### src/verilog/gp_timer_consts.vh
// Operation
// - 32-bit counter counts up by one per prescaled tick while started.
// - overflow, compare match and capture each raise own interrupt cause.
// - functional clock divided by 2 to the n, n from 0 to 8.
// - 32-bit data path; full-word and 16-bit half-word accesses accepted.
// - 10-bit register address, single transfers only, no bursts.
// - writes are done on the same edge that raises the acknowledge.
// - compare flags count equal compare; capture latches count on event.
// - capture input pin; trigger or PWM output from overflow, compare.
// - general-purpose output set by a software bit, apart from counting.
// - all registers, counter included, read while counting; all but capture also written.
// - tick instance makes accurate 1 ms interrupt from 32.768 kHz clock.
// - functional clock chosen outside; block sees it as an enable pulse.
// - one external pin, used as PWM output or as capture input.
`ifndef GP_TIMER_CONSTS_VH
`define GP_TIMER_CONSTS_VH

// word indices; byte address is four times the index
`define GPT_IDX_CTRL     8'h00
`define GPT_IDX_COUNT    8'h01
`define GPT_IDX_RELOAD   8'h02
`define GPT_IDX_COMPARE  8'h03
`define GPT_IDX_CAPTURE  8'h04
`define GPT_IDX_IRQ_STAT 8'h05
`define GPT_IDX_IRQ_MASK 8'h06
`define GPT_IDX_TICK     8'h07

// control register fields
`define GPT_CTRL_W         12
`define GPT_CTRL_START     0
`define GPT_CTRL_AUTOLOAD  1
`define GPT_CTRL_CMP_EN    2
`define GPT_CTRL_CAP_EN    3
`define GPT_CTRL_PRE_LSB   4
`define GPT_CTRL_PRE_MSB   7
`define GPT_CTRL_CAP_FALL  8
`define GPT_CTRL_PWM_TGL   9
`define GPT_CTRL_PIN_OUT   10
`define GPT_CTRL_GPO       11

// interrupt causes
`define GPT_IRQ_W    4
`define GPT_IRQ_OVF  0
`define GPT_IRQ_CMP  1
`define GPT_IRQ_CAP  2
`define GPT_IRQ_TICK 3

// reset values
`define GPT_CTRL_RST    12'h000
`define GPT_COUNT_RST   32'h00000000
`define GPT_RELOAD_RST  32'h00000000
`define GPT_COMPARE_RST 32'hffffffff
`define GPT_MASK_RST    4'h0
`define GPT_CAPTURE_RST 32'h00000000
`define GPT_STAT_RST    4'h0

// prescaler and tick timing
`define GPT_PRE_MAX    4'h8
`define GPT_TICK_STEP  16'h03e8
`define GPT_TICK_MOD   16'h8000

`endif

### src/verilog/timer_prescaler.v
`timescale 1ns/1ps
`default_nettype none
`include "gp_timer_consts.vh"

module timer_prescaler (
  input  wire       clk_i,
  input  wire       reset_i,
  input  wire       run_i,
  input  wire       fclk_en_i,
  input  wire [3:0] div_exp_i,
  output wire       tick_o
);

  reg  [7:0] cnt_ff;
  wire [7:0] mask;

  function [7:0] low_mask;
    input [3:0] n;
    begin
      if (n >= `GPT_PRE_MAX) begin
        low_mask = 8'hff;
      end else begin
        low_mask = (8'h01 << n) - 8'h01;
      end
    end
  endfunction

  assign mask = low_mask(div_exp_i);

  assign tick_o = run_i & fclk_en_i & ((cnt_ff & mask) == mask);

  always @(posedge clk_i) begin
    if (reset_i) begin
      cnt_ff <= 8'h00;
    end else if (!run_i) begin
      cnt_ff <= 8'h00;
    end else if (fclk_en_i) begin
      cnt_ff <= cnt_ff + 8'h01;
    end
  end

endmodule // timer_prescaler
`default_nettype wire

### src/verilog/general_purpose_timer.v
`timescale 1ns/1ps
`default_nettype none
`include "gp_timer_consts.vh"

module general_purpose_timer #(
  parameter TICK_INSTANCE = 1
) (
  input  wire        clk_i,
  input  wire        reset_i,
  input  wire        wb_cyc_i,
  input  wire        wb_stb_i,
  input  wire        wb_we_i,
  input  wire [9:0]  wb_adr_i,
  input  wire [3:0]  wb_sel_i,
  input  wire [31:0] wb_dat_i,
  output wire [31:0] wb_dat_o,
  output wire        wb_ack_o,
  input  wire        fclk_en_i,
  input  wire        pin_i,
  output wire        pin_o,
  output wire        pin_oe_o,
  output wire        trig_o,
  output wire        gpo_o,
  output wire        irq_o
);

  reg  [`GPT_CTRL_W-1:0] ctrl_ff;
  reg  [`GPT_CTRL_W-1:0] nxt_ctrl;
  reg  [31:0]            cnt_ff;
  reg  [31:0]            nxt_cnt;
  reg  [31:0]            cnt_count;
  reg  [31:0]            reload_ff;
  reg  [31:0]            compare_ff;
  reg  [31:0]            capture_ff;
  reg  [`GPT_IRQ_W-1:0]  stat_ff;
  reg  [`GPT_IRQ_W-1:0]  nxt_stat;
  reg  [`GPT_IRQ_W-1:0]  mask_ff;
  reg                    tick_en_ff;
  reg  [15:0]            tick_acc_ff;
  reg  [15:0]            nxt_tick_acc;
  reg                    tick_evt;
  reg                    pin_prev_ff;
  reg                    trig_ff;
  reg                    ack_ff;
  reg  [31:0]            dat_ff;
  reg  [31:0]            rd_data;
  reg                    ovf_evt;

  wire                   req;
  wire                   wr;
  wire [7:0]             word_idx;
  wire                   wr_ctrl;
  wire                   wr_cnt;
  wire                   wr_reload;
  wire                   wr_compare;
  wire                   wr_stat;
  wire                   wr_mask;
  wire                   wr_tick;
  wire [3:0]             pre_raw;
  wire [3:0]             pre_exp;
  wire                   running;
  wire                   cnt_tick;
  wire                   cmp_evt;
  wire                   cap_edge;
  wire                   cap_evt;
  wire [`GPT_IRQ_W-1:0]  events;
  wire [`GPT_IRQ_W-1:0]  stat_clr;
  wire [31:0]            ctrl_wr_word;

  // byte-lane merge for full-word and half-word writes
  function [31:0] merge;
    input [31:0] old_val;
    input [31:0] new_val;
    input [3:0]  sel;
    integer      i;
    begin
      merge = old_val;
      for (i = 0; i < 4; i = i + 1) begin
        if (sel[i]) begin
          merge[i*8 +: 8] = new_val[i*8 +: 8];
        end
      end
    end
  endfunction

  // only full words and aligned halves write
  function sel_ok;
    input [3:0] sel;
    begin
      sel_ok = (sel == 4'hf) || (sel == 4'h3) || (sel == 4'hc);
    end
  endfunction

  // bus slave
  // single transfers
  assign req      = wb_cyc_i & wb_stb_i & ~ack_ff;
  assign wr       = req & wb_we_i & sel_ok(wb_sel_i);
  assign word_idx = wb_adr_i[9:2];

  assign wr_ctrl    = wr & (word_idx == `GPT_IDX_CTRL);
  assign wr_cnt     = wr & (word_idx == `GPT_IDX_COUNT);
  assign wr_reload  = wr & (word_idx == `GPT_IDX_RELOAD);
  assign wr_compare = wr & (word_idx == `GPT_IDX_COMPARE);
  assign wr_stat    = wr & (word_idx == `GPT_IDX_IRQ_STAT);
  assign wr_mask    = wr & (word_idx == `GPT_IDX_IRQ_MASK);
  assign wr_tick    = wr & (word_idx == `GPT_IDX_TICK);

  always @* begin
    rd_data = 32'h00000000;
    case (word_idx)
      `GPT_IDX_CTRL:     rd_data[`GPT_CTRL_W-1:0] = ctrl_ff;
      `GPT_IDX_COUNT:    rd_data = cnt_ff;
      `GPT_IDX_RELOAD:   rd_data = reload_ff;
      `GPT_IDX_COMPARE:  rd_data = compare_ff;
      `GPT_IDX_CAPTURE:  rd_data = capture_ff;
      `GPT_IDX_IRQ_STAT: rd_data[`GPT_IRQ_W-1:0] = stat_ff;
      `GPT_IDX_IRQ_MASK: rd_data[`GPT_IRQ_W-1:0] = mask_ff;
      `GPT_IDX_TICK:     rd_data[0] = tick_en_ff;
      default:           rd_data = 32'h00000000;
    endcase
  end

  // ack blocks req for a cycle, so a held request is taken again every second cycle
  // write lands with ack
  always @(posedge clk_i) begin
    if (reset_i) begin
      ack_ff <= 1'b0;
      dat_ff <= 32'h00000000;
    end else begin
      ack_ff <= req;
      if (req && !wb_we_i) begin
        dat_ff <= rd_data;
      end
    end
  end

  assign wb_dat_o = dat_ff;
  assign wb_ack_o = ack_ff;

  // prescaler
  assign pre_raw = ctrl_ff[`GPT_CTRL_PRE_MSB:`GPT_CTRL_PRE_LSB];
  // field codes above eight act as eight
  assign pre_exp = (pre_raw > `GPT_PRE_MAX) ? `GPT_PRE_MAX : pre_raw;
  assign running = ctrl_ff[`GPT_CTRL_START];

  timer_prescaler u_prescaler (
    .clk_i     (clk_i),
    .reset_i   (reset_i),
    .run_i     (running),
    .fclk_en_i (fclk_en_i),
    .div_exp_i (pre_exp),
    .tick_o    (cnt_tick)
  );

  // counter
  always @* begin
    cnt_count = cnt_ff;
    ovf_evt   = 1'b0;
    if (cnt_tick) begin
      if (cnt_ff == 32'hffffffff) begin
        ovf_evt = 1'b1;
        if (ctrl_ff[`GPT_CTRL_AUTOLOAD]) begin
          cnt_count = reload_ff;
        end else begin
          cnt_count = 32'h00000000;
        end
      end else begin
        cnt_count = cnt_ff + 32'h00000001;
      end
    end
    nxt_cnt = cnt_count;
    // a count write beats the tick of the same cycle
    // write while counting
    if (wr_cnt) begin
      nxt_cnt = merge(cnt_ff, wb_dat_i, wb_sel_i);
    end
  end

  // ctrl keeps only its own bits of the bus word
  assign ctrl_wr_word = merge({20'h00000, ctrl_ff}, wb_dat_i, wb_sel_i);

  always @* begin
    nxt_ctrl = ctrl_ff;
    if (ovf_evt && !ctrl_ff[`GPT_CTRL_AUTOLOAD]) begin
      nxt_ctrl[`GPT_CTRL_START] = 1'b0;
    end
    if (wr_ctrl) begin
      nxt_ctrl = ctrl_wr_word[`GPT_CTRL_W-1:0];
    end
  end

  // compare and capture
  // compare match
  assign cmp_evt  = ctrl_ff[`GPT_CTRL_CMP_EN] & cnt_tick &
                    (cnt_count == compare_ff);
  // edge detector runs even while capture is off
  assign cap_edge = ctrl_ff[`GPT_CTRL_CAP_FALL] ? (pin_prev_ff & ~pin_i)
                                                : (~pin_prev_ff & pin_i);
  assign cap_evt  = ctrl_ff[`GPT_CTRL_CAP_EN] &
                    ~ctrl_ff[`GPT_CTRL_PIN_OUT] & cap_edge;

  // 1 ms tick
  // acc stays below mod plus step, so 16 bits never wrap
  // fractional 1000/32768
  always @* begin
    nxt_tick_acc = tick_acc_ff;
    tick_evt     = 1'b0;
    if (TICK_INSTANCE != 0 && tick_en_ff && fclk_en_i) begin
      nxt_tick_acc = tick_acc_ff + `GPT_TICK_STEP;
      if (nxt_tick_acc >= `GPT_TICK_MOD) begin
        nxt_tick_acc = nxt_tick_acc - `GPT_TICK_MOD;
        tick_evt     = 1'b1;
      end
    end
  end

  // interrupt status
  // distinct causes
  assign events   = {tick_evt, cap_evt, cmp_evt, ovf_evt};
  // status, mask and tick enable use byte lane 0 only
  assign stat_clr = (wr_stat && wb_sel_i[0]) ? wb_dat_i[`GPT_IRQ_W-1:0]
                                              : {`GPT_IRQ_W{1'b0}};

  always @* begin
    // set beats clear
    nxt_stat = (stat_ff & ~stat_clr) | events;
  end

  // level output, held until status is cleared or masked
  assign irq_o = |(stat_ff & mask_ff);

  // registers
  always @(posedge clk_i) begin
    if (reset_i) begin
      ctrl_ff     <= `GPT_CTRL_RST;
      cnt_ff      <= `GPT_COUNT_RST;
      reload_ff   <= `GPT_RELOAD_RST;
      compare_ff  <= `GPT_COMPARE_RST;
      capture_ff  <= `GPT_CAPTURE_RST;
      stat_ff     <= `GPT_STAT_RST;
      mask_ff     <= `GPT_MASK_RST;
      tick_en_ff  <= 1'b0;
      tick_acc_ff <= 16'h0000;
      pin_prev_ff <= 1'b0;
    end else begin
      ctrl_ff     <= nxt_ctrl;
      cnt_ff      <= nxt_cnt;
      stat_ff     <= nxt_stat;
      tick_acc_ff <= nxt_tick_acc;
      pin_prev_ff <= pin_i;
      if (wr_reload) begin
        reload_ff <= merge(reload_ff, wb_dat_i, wb_sel_i);
      end
      if (wr_compare) begin
        compare_ff <= merge(compare_ff, wb_dat_i, wb_sel_i);
      end
      // the count as it stood before this edge
      // capture latches count
      if (cap_evt) begin
        capture_ff <= cnt_ff;
      end
      if (wr_mask && wb_sel_i[0]) begin
        mask_ff <= wb_dat_i[`GPT_IRQ_W-1:0];
      end
      if (wr_tick && wb_sel_i[0]) begin
        tick_en_ff <= wb_dat_i[0];
      end
    end
  end

  // trigger and PWM output
  // toggle mode gives PWM, else a one-cycle trigger pulse
  // trigger from overflow and compare
  always @(posedge clk_i) begin
    if (reset_i) begin
      trig_ff <= 1'b0;
    end else if (ctrl_ff[`GPT_CTRL_PWM_TGL]) begin
      trig_ff <= trig_ff ^ (ovf_evt | cmp_evt);
    end else begin
      trig_ff <= ovf_evt | cmp_evt;
    end
  end

  assign trig_o   = trig_ff;
  assign pin_o    = trig_ff;
  // pin drives only while the output bit is set
  assign pin_oe_o = ctrl_ff[`GPT_CTRL_PIN_OUT];
  assign gpo_o    = ctrl_ff[`GPT_CTRL_GPO];

endmodule // general_purpose_timer
`default_nettype wire

### config.mk
export PLATFORM = sky130hd
export DESIGN_NAME = general_purpose_timer
export DESIGN_NICKNAME = d
export VERILOG_FILES = /design/src/verilog/timer_prescaler.v /design/src/verilog/general_purpose_timer.v
export VERILOG_INCLUDE_DIRS = /design/src /design/src/verilog
export SDC_FILE = /design/constraint.sdc
export NUM_CORES = 1
export LEC_CHECK = 0
export ABC_AREA = 1
export ABC_CLOCK_PERIOD_IN_PS = 3200
export CORE_MARGIN = 1.5
export CORE_UTILIZATION = 55
export CTS_CLUSTER_DIAMETER = 60
export DETAILED_ROUTE_END_ITERATION = 7
export DONT_BUFFER_PORTS = 1
export GPL_TIMING_DRIVEN = 0
export PLACE_DENSITY = 0.7
export SLEW_MARGIN = 25
export SYNTH_ARGS = -nofsm -noshare
export SYNTH_HDL_FRONTEND = slang
export SYNTH_SLANG_ARGS = --single-unit
export TNS_END_PERCENT = 20
### constraint.sdc
create_clock -name clk_i -period 3.2 [get_ports clk_i]
set_input_delay 0 -clock clk_i [delete_from_list [all_inputs] [get_ports clk_i]]
set_output_delay 0 -clock clk_i [all_outputs]
set_load 0.01 [all_outputs]
==> metrics.csv, run 1 <==
metric,value,unit
whs,0.0309,ns
synth_fa_ha_area_share,0.431,%
critPathTopFamily,simple AND/OR/NAND/NOR gates,
met1_usage,62.1,%
dp.cells,2088,
antenna_found_initial,1,
dp_hpwl,39.4,mm
synth_top_area_share,35.4,%
relSlewSlack,19.1,%
grt_util_met3,16.5,%
finalHoldViolations,0,
drt_wl_total,56.2,mm
clockBufferDepth,3,
crit_arrival,3.70,ns
period_share,103,%
dr.pass1.iters,8,
htree_levels,1,
gp_congestion,1.05,
synth_top_family_by_area,simple AND/OR/NAND/NOR gates,
ys_seq_area_share,35.4,%
synth_seq_cells,205,
synthSimpleGateAreaFrac,31.0,%
drc,53,
synthMuxAreaShare,0,%
drtIter0Drc,2271,
initial_utilization,56.6,%
ys.flop_type,dfxtp_1,
finalMaxSlewViolations,0,
wl_per_cell,25.5,um
violations,"DRC, setup timing",
setup_viol,2,
synth_edf_count,0,
cts_buffers,25,
max_stage_delay,0.37,ns
syn_nets,1875,
post-route-min-period,3.28,ns
run_status,"finished, violations left",
fin_skew,0.0171,ns
grt_pass1_vias,13500,
ant_nets,0,
slowest_stage,dfxtp_4,
worstMarginPinSlew,1.21,ns
grt_setup_unrepaired,yes,
netlist_area,11600,um2
die_width,148,um
synthDistinctLibCells,47,
clockRootBuffer,clkbuf_16,
clk_pin_slew,0.08,ns
fin_ws,-0.0801,ns
core,20500,um2
worst_setup_path_start_kind,register,
synth_area_leader_cell,dfxtp_1,
clock_latency,0.55,ns
place_area,11900,um2
fmax,0.305,GHz
fp-row-count,52,
routed_via_density,6.52,
async_reset_ff_share,0,%
drive_gt1_share,9.20,%
dieArea,22000,um2
ff2ff_path_depth,25,
holdPathStages,5,
vias,14400,
cap_viol_max_count,0,
worstPathRequired,3.62,ns
synth_cells,1818,
synth.avg_cell_area,6.39,um2
path_depth,25,
powerDensity,420,nW/um2
cts_tree,done,
finalNonFillerCells,2206,
crit_path_end_kind,register,
grt_max_degree,15,
cts.sinks,205,
grt_usage,49.3,%
yosys_warnings,0,
io_pins,91,
worst_path_most_repeated_cell,nand2_2,
synth.area.top_cells,"dfxtp_1, nand2_1, inv_1",
worstPathMaxFanout,5,
synth_compound_area_share,21.6,%
p_leak,5.48,nW
busiest_layer,met2,
die_height,148,um
path_buf_inv,5,
finalNetCount,1975,
final_area,13800,um2
holdCritPathClass,in2reg,
peakVddDrop,0.000402,V
port_buffers,0,
area_delta_synth_final,18.9,%
worstSetupPathType,reg2reg,
overflow,0,
synth_xor_area_share,0.754,%
grt.met2_usage,73.8,%
grt_pass1_wl,80.4,mm
path summary, 6_finish.rpt:
check                         end             from  slack, ns
setup / recovery            pin_o       ctrl_ff[7]      -0.08
hold / removal          cnt_ff[0]      wb_sel_i[2]       0.03
setup reg to reg            pin_o       ctrl_ff[7]      -0.08
hold reg to reg   tick_acc_ff[12]  tick_acc_ff[12]       0.45
Yosys cell counts (3+ instances only):
master,n
a2111oi_0,7
a21oi_1,152
a221oi_1,13
a31oi_1,13
buf_2,7
buf_4,4
buf_6,3
clkbuf_1,68
dfxtp_1,205
ha_1,4
inv_1,223
inv_2,8
nand2_1,459
nand2_2,11
nand3_1,158
nand3_2,8
nand3b_1,3
nand4_1,14
nor2_1,138
nor2_2,6
nor2_4,8
nor3_1,19
o211ai_1,9
o21a_1,3
o21ai_0,166
o21ai_1,3
o22ai_1,65
o311ai_0,6
o41ai_1,3
xor2_1,10
worst register-to-register path, cell delays in order, from the launching register on:
cell	delay, ns
dfxtp_4	0.37
nor2_4	0.18
nand3_2	0.12
ha_4	0.28
inv_2	0.03
nand2_2	0.06
nand3_2	0.09
inv_2	0.07
nand2_2	0.07
a21oi_4	0.17
nand2_2	0.12
nor2_8	0.14
buf_12	0.17
buf_12	0.14
buf_12	0.11
nand2_2	0.07
a21oi_1	0.29
nor2_1	0.11
nand2_1	0.07
nor2_1	0.04
nand2_1	0.10
nor2_1	0.06
nand2_2	0.09
nand3_1	0.08
nand2_1	0.09
nor2_1	0.05
logic make-up (layout without fill, tap and decap cells):
family,count (synthesis),in the layout
AND/OR/NAND/NOR,832,832
flip-flops,205,205
buffers and inverters,318,435
AO/OA/AOI/OAI,449,449
other,0,1
XOR/XNOR,10,10
adder cells (fa/ha/maj),4,4
placed cells by master (no fill, tap or decap), drive strengths merged, types with 2 or more instances in the layout:
master,synthesis,routed
nand2,471,471
inv,231,234
dfxtp,205,205
o21ai,171,171
nand3,166,166
a21oi,154,154
nor2,153,153
clkbuf,69,103
o22ai,65,65
dlygate4sd3,0,47
buf,16,38
nor3,20,20
nand4,14,14
a221oi,13,13
a31oi,13,13
xor2,10,10
clkinv,2,10
o211ai,9,9
a2111oi,7,7
o311ai,6,6
ha,4,4
nand3b,3,3
o41ai,3,3
o21a,3,3
nor4,3,3
a211oi,2,2
a22oi,2,2
bufinv,0,2
area by class of cell:
cell class / instances / area (um2)
multi-input combinational: 1295 / 6410
antenna: 1 / 2.50
buffer: 85 / 430
clock inverter: 14 / 151
inverter: 233 / 878
fill: 1808 / 6690
sequential: 205 / 4110
clock buffer: 30 / 694
timing repair buffer: 73 / 785
tap: 270 / 338
sequential cells by signal, summed over array words and instances, names as in the netlist, 4 cells and up:
signal and flops:
stat_ff 4, wb_dat_o 32, compare_ff 32, u_prescaler.cnt_ff 8, reload_ff 32, tick_acc_ff 13, capture_ff 32, cnt_ff 32
ctrl_ff 12, mask_ff 4
power breakdown:
group	internal, mW	leakage [nW]	total (mW)	switching, mW
Clock	1.72	0.422	2.97	1.25
Sequential	2.56	1.66	2.57	0.00786
Combinational	0.0693	3.40	0.260	0.191
Total	4.35	5.48	5.80	1.45
routing by layer:
| metal | wire (um) | vias to the layer above |
|---|---|---|
| met5 | 0 | - |
| met4 | 4130 | 0 |
| met3 | 9200 | 363 |
| met2 | 23000 | 1308 |
| met1 | 19900 | 6469 |
| li1 | - | 6247 |
through the flow:
step                total power [mW]  worst slack [ns]  TNS (ns)  utilization [%]
floorplan                       2.72             0.673         0                -
global placement                2.80            -0.185    -0.199             58.3
detailed placement              2.80            -0.125    -0.158             58.3
CTS                             5.72            0.0117         0             65.0
global route                    5.86            -0.159    -0.297             67.4
finish                          5.80           -0.0801    -0.128             67.4
repair_timing:
action | 4_1_cts | 5_1_grt
buffers inserted | 1 | 21
hold buffers | 47 | 0
endpoints found under the hold margin | 136 | 0
gates cloned | 0 | 4
gates resized for setup | 16 | 57
setup endpoints to repair | 2 | 12
pin swaps | 2 | 21
(Power assumes the default switching activity.)
==> inputs of run 2 (changes only) <==
--- a/config.mk
+++ b/config.mk
@@ -8,13 +8,14 @@
 export LEC_CHECK = 0
 export ABC_AREA = 1
 export ABC_CLOCK_PERIOD_IN_PS = 3200
+export BUFFER_PORTS_ARGS = -buffer_cell sky130_fd_sc_hd__buf_2
+export CAP_MARGIN = 25
 export CORE_MARGIN = 1.5
 export CORE_UTILIZATION = 55
 export CTS_CLUSTER_DIAMETER = 60
 export DETAILED_ROUTE_END_ITERATION = 7
-export DONT_BUFFER_PORTS = 1
 export GPL_TIMING_DRIVEN = 0
-export PLACE_DENSITY = 0.7
+export PLACE_DENSITY = 0.74
 export SLEW_MARGIN = 25
 export SYNTH_ARGS = -nofsm -noshare
 export SYNTH_HDL_FRONTEND = slang
==> run 2 against run 1 <==
Compared with the run above:
- register-to-register slack about the same
- final area barely moved
- clock power down 5%
- sequential share of layout area barely moved
- fmax down 0.36%
- largest power group unchanged
- non-clock buffer count rose by 69
- first-iteration DRC count down 9.2%
- total power is 2.3% lower
- the flow finishes with violations (setup timing)
- sequential power barely moved
==> metrics.csv, run 2 (synthesis gave the netlist of run 1 again) <==
metric,value,unit,change
peakVddDrop,0.000458,V,+14%
path_buf_inv,3,,-2
area_delta_synth_final,18.9,%,about the same
fp-row-count,52,,unchanged
startpoint,ctrl_ff[1],,
timing.rr.end,pin_o,,
pre_cts_ws,-0.0357,ns,+0.0894 ns
powerDensity,410,nW/um2,-2.3%
worstMarginPinSlew,1.02,ns,-0.189 ns
mostFrequentLayoutCells,"nand2_1, inv_1, dfxtp_1, o21ai_0, nand3_1",,
cts.sinks,205,,unchanged
grt_usage,46.4,%,-3.0 points
overflow,0,,unchanged
worstPathMaxFanout,10,,+5
final_common_cell,nand2_1,,
wl_per_cell,22.8,um,-10%
htree_levels,1,,unchanged
cts_tree,done,,
crit_chain,clkbuf_1 > clkbuf_1 > nand2_1 > nand2_2 > nand2_1 > inv_1 > nand2_1 > nand3_1 > nand4_1 > nor2_1 > nand3_1 > nor2_1 > nand2_1 > a21oi_1 > nor2_1,,
ant_nets,0,,unchanged
dr.pass1.iters,8,,unchanged
run_status,"finished, violations left",,
tns,-0.0920,ns,+0.0358 ns
crit_path_end_kind,register,,
initial_utilization,56.6,%,unchanged
drt_wl_total,51.9,mm,-7.7%
worstSetupPathType,reg2reg,,
reg2reg_from,ctrl_ff[1],,
clock_latency,0.53,ns,-0.02 ns
grt_max_degree,13,,-2
clk_pin_slew,0.06,ns,-0.02 ns
vias,14200,,-1.4%
clockRootBuffer,clkbuf_16,,
worstPathRequired,3.62,ns,about the same
port_buffers,86,,+86
worst_setup_path_start_kind,register,,
fmax,0.304,GHz,-0.36%
violations,setup timing,,
cap_viol_max_count,0,,unchanged
finalNetCount,2043,,+3.4%
crit_end,pin_o,,
drc,0,,-100%
finalHoldViolations,0,,unchanged
dp_hpwl,37.9,mm,-3.7%
finalMaxSlewViolations,0,,unchanged
fin_skew,0.0110,ns,-0.00608 ns
core,20500,um2,unchanged
critPathTopFamily,buffers and inverters,,
grt_pass1_wl,76.3,mm,-5.1%
grt_setup_unrepaired,yes,,
period_share,103,%,+0.37 points
drive_gt1_share,11.0,%,+1.8 points
setup_viol,1,,-1
dieArea,22000,um2,unchanged
antenna_found_initial,1,,unchanged
path_depth,15,,-40%
io_pins,91,,unchanged
die_height,148,um,unchanged
relSlewSlack,31.5,%,+12 points
post-route-min-period,3.29,ns,+0.0119 ns
n_antenna_cell,0,,-1
p_leak,5.69,nW,+3.9%
max_stage_delay,0.80,ns,+0.43 ns
r2r_slack,-0.09,ns,about the same
routed_via_density,6.25,,-4.2%
grt_pass1_vias,12900,,-4.5%
die_width,148,um,unchanged
fin_ws,-0.0920,ns,-0.0119 ns
ff2ff_path_depth,15,,-40%
cts_buffers,24,,-4.0%
holdCritPathClass,in2reg,,
worst_path_most_repeated_cell,nand2_1,,
slowest_stage,clkbuf_1,,
clockBufferDepth,3,,unchanged
crit_arrival,3.72,ns,+0.02 ns
drtIter0Drc,2063,,-9.2%
gp_congestion,1.11,,+6.0%
-- run 2: cell types whose count changed in the layout (fill, tap and decap cells not counted), sizes merged --
cell,delta
clkinvlp,+1
buf,+77
diode,-1
clkbuf,-3
inv,-2
clkinv,-4
dlygate4sd3,-4
-- run 2: routing by layer --
metal  track usage, %  part of all wire, %  wire, um  vias to the layer above
met5                0                0.025        13                        -
met2             69.6                   41     21300                     1109
li1                 -                    -         -                     6367
met1             60.7                   38     19500                     6450
met4             25.0                  6.8      3520                        2
met3             12.5                   14      7520                      257
-- run 2: layout make-up --
class / count / area [um2]
Clock buffer: 31 / 688
Buffer: 85 / 400
Inverter: 233 / 878
Fill cell: 1850 / 6690
Sequential cell: 205 / 4110
Tap cell: 270 / 338
Clock inverter: 9 / 104
Multi-Input combinational cell: 1295 / 6310
Timing Repair Buffer: 142 / 975
-- run 2: power by group --
part	leakage (nW)	switching [mW]	internal (mW)
logic	3.65	0.200	0.0919
registers	1.65	0.00348	2.56
clock network	0.388	1.14	1.67
-- run 2: stage by stage --
stage / instance area, um2 / hold slack (ns) / std cells / util [%] / total power [mW]
2_1_floorplan: 11600 / 0.133 / 1818 / - / 2.72
3_3_place_gp: 12400 / 0.232 / 2174 / 60.4 / 2.85
3_5_place_dp: 12400 / 0.238 / 2174 / 60.4 / 2.85
4_1_cts: 13600 / 0.0282 / 2259 / 66.6 / 5.64
5_1_grt: 13800 / 0.0757 / 2270 / 67.4 / 5.76
6_report: 13800 / 0.0456 / 2270 / 67.4 / 5.66
-- run 2: worst min-delay path by stage --
stage,from,endpoint,slack (ns),cells after the start
floorplan,pin_i,pin_prev_ff,0.13,2
global placement,pin_i,pin_prev_ff,0.23,3
detailed placement,pin_i,pin_prev_ff,0.24,3
CTS,wb_sel_i[2],reload_ff[31],0.03,4
global route,wb_sel_i[2],cnt_ff[21],0.08,3
finish,wb_sel_i[2],reload_ff[31],0.05,4
-- run 2: worst min-delay path, delay by kind of cell --
family | cells | cell delay, ns
AOI/OAI and AO/OA | 2 | 0.20
and+or+nand+nor | 1 | 0.19
buffers and inverters | 1 | 0.14
-- run 2: what timing repair did --
action                                  in CTS  in global routing
hold buffers                                43                  0
pin swaps                                    3                  6
resized for setup                            9                 25
hold endpoints to repair                   121                  0
endpoints found under the setup margin       1                 50
setup buffers                                2                 11
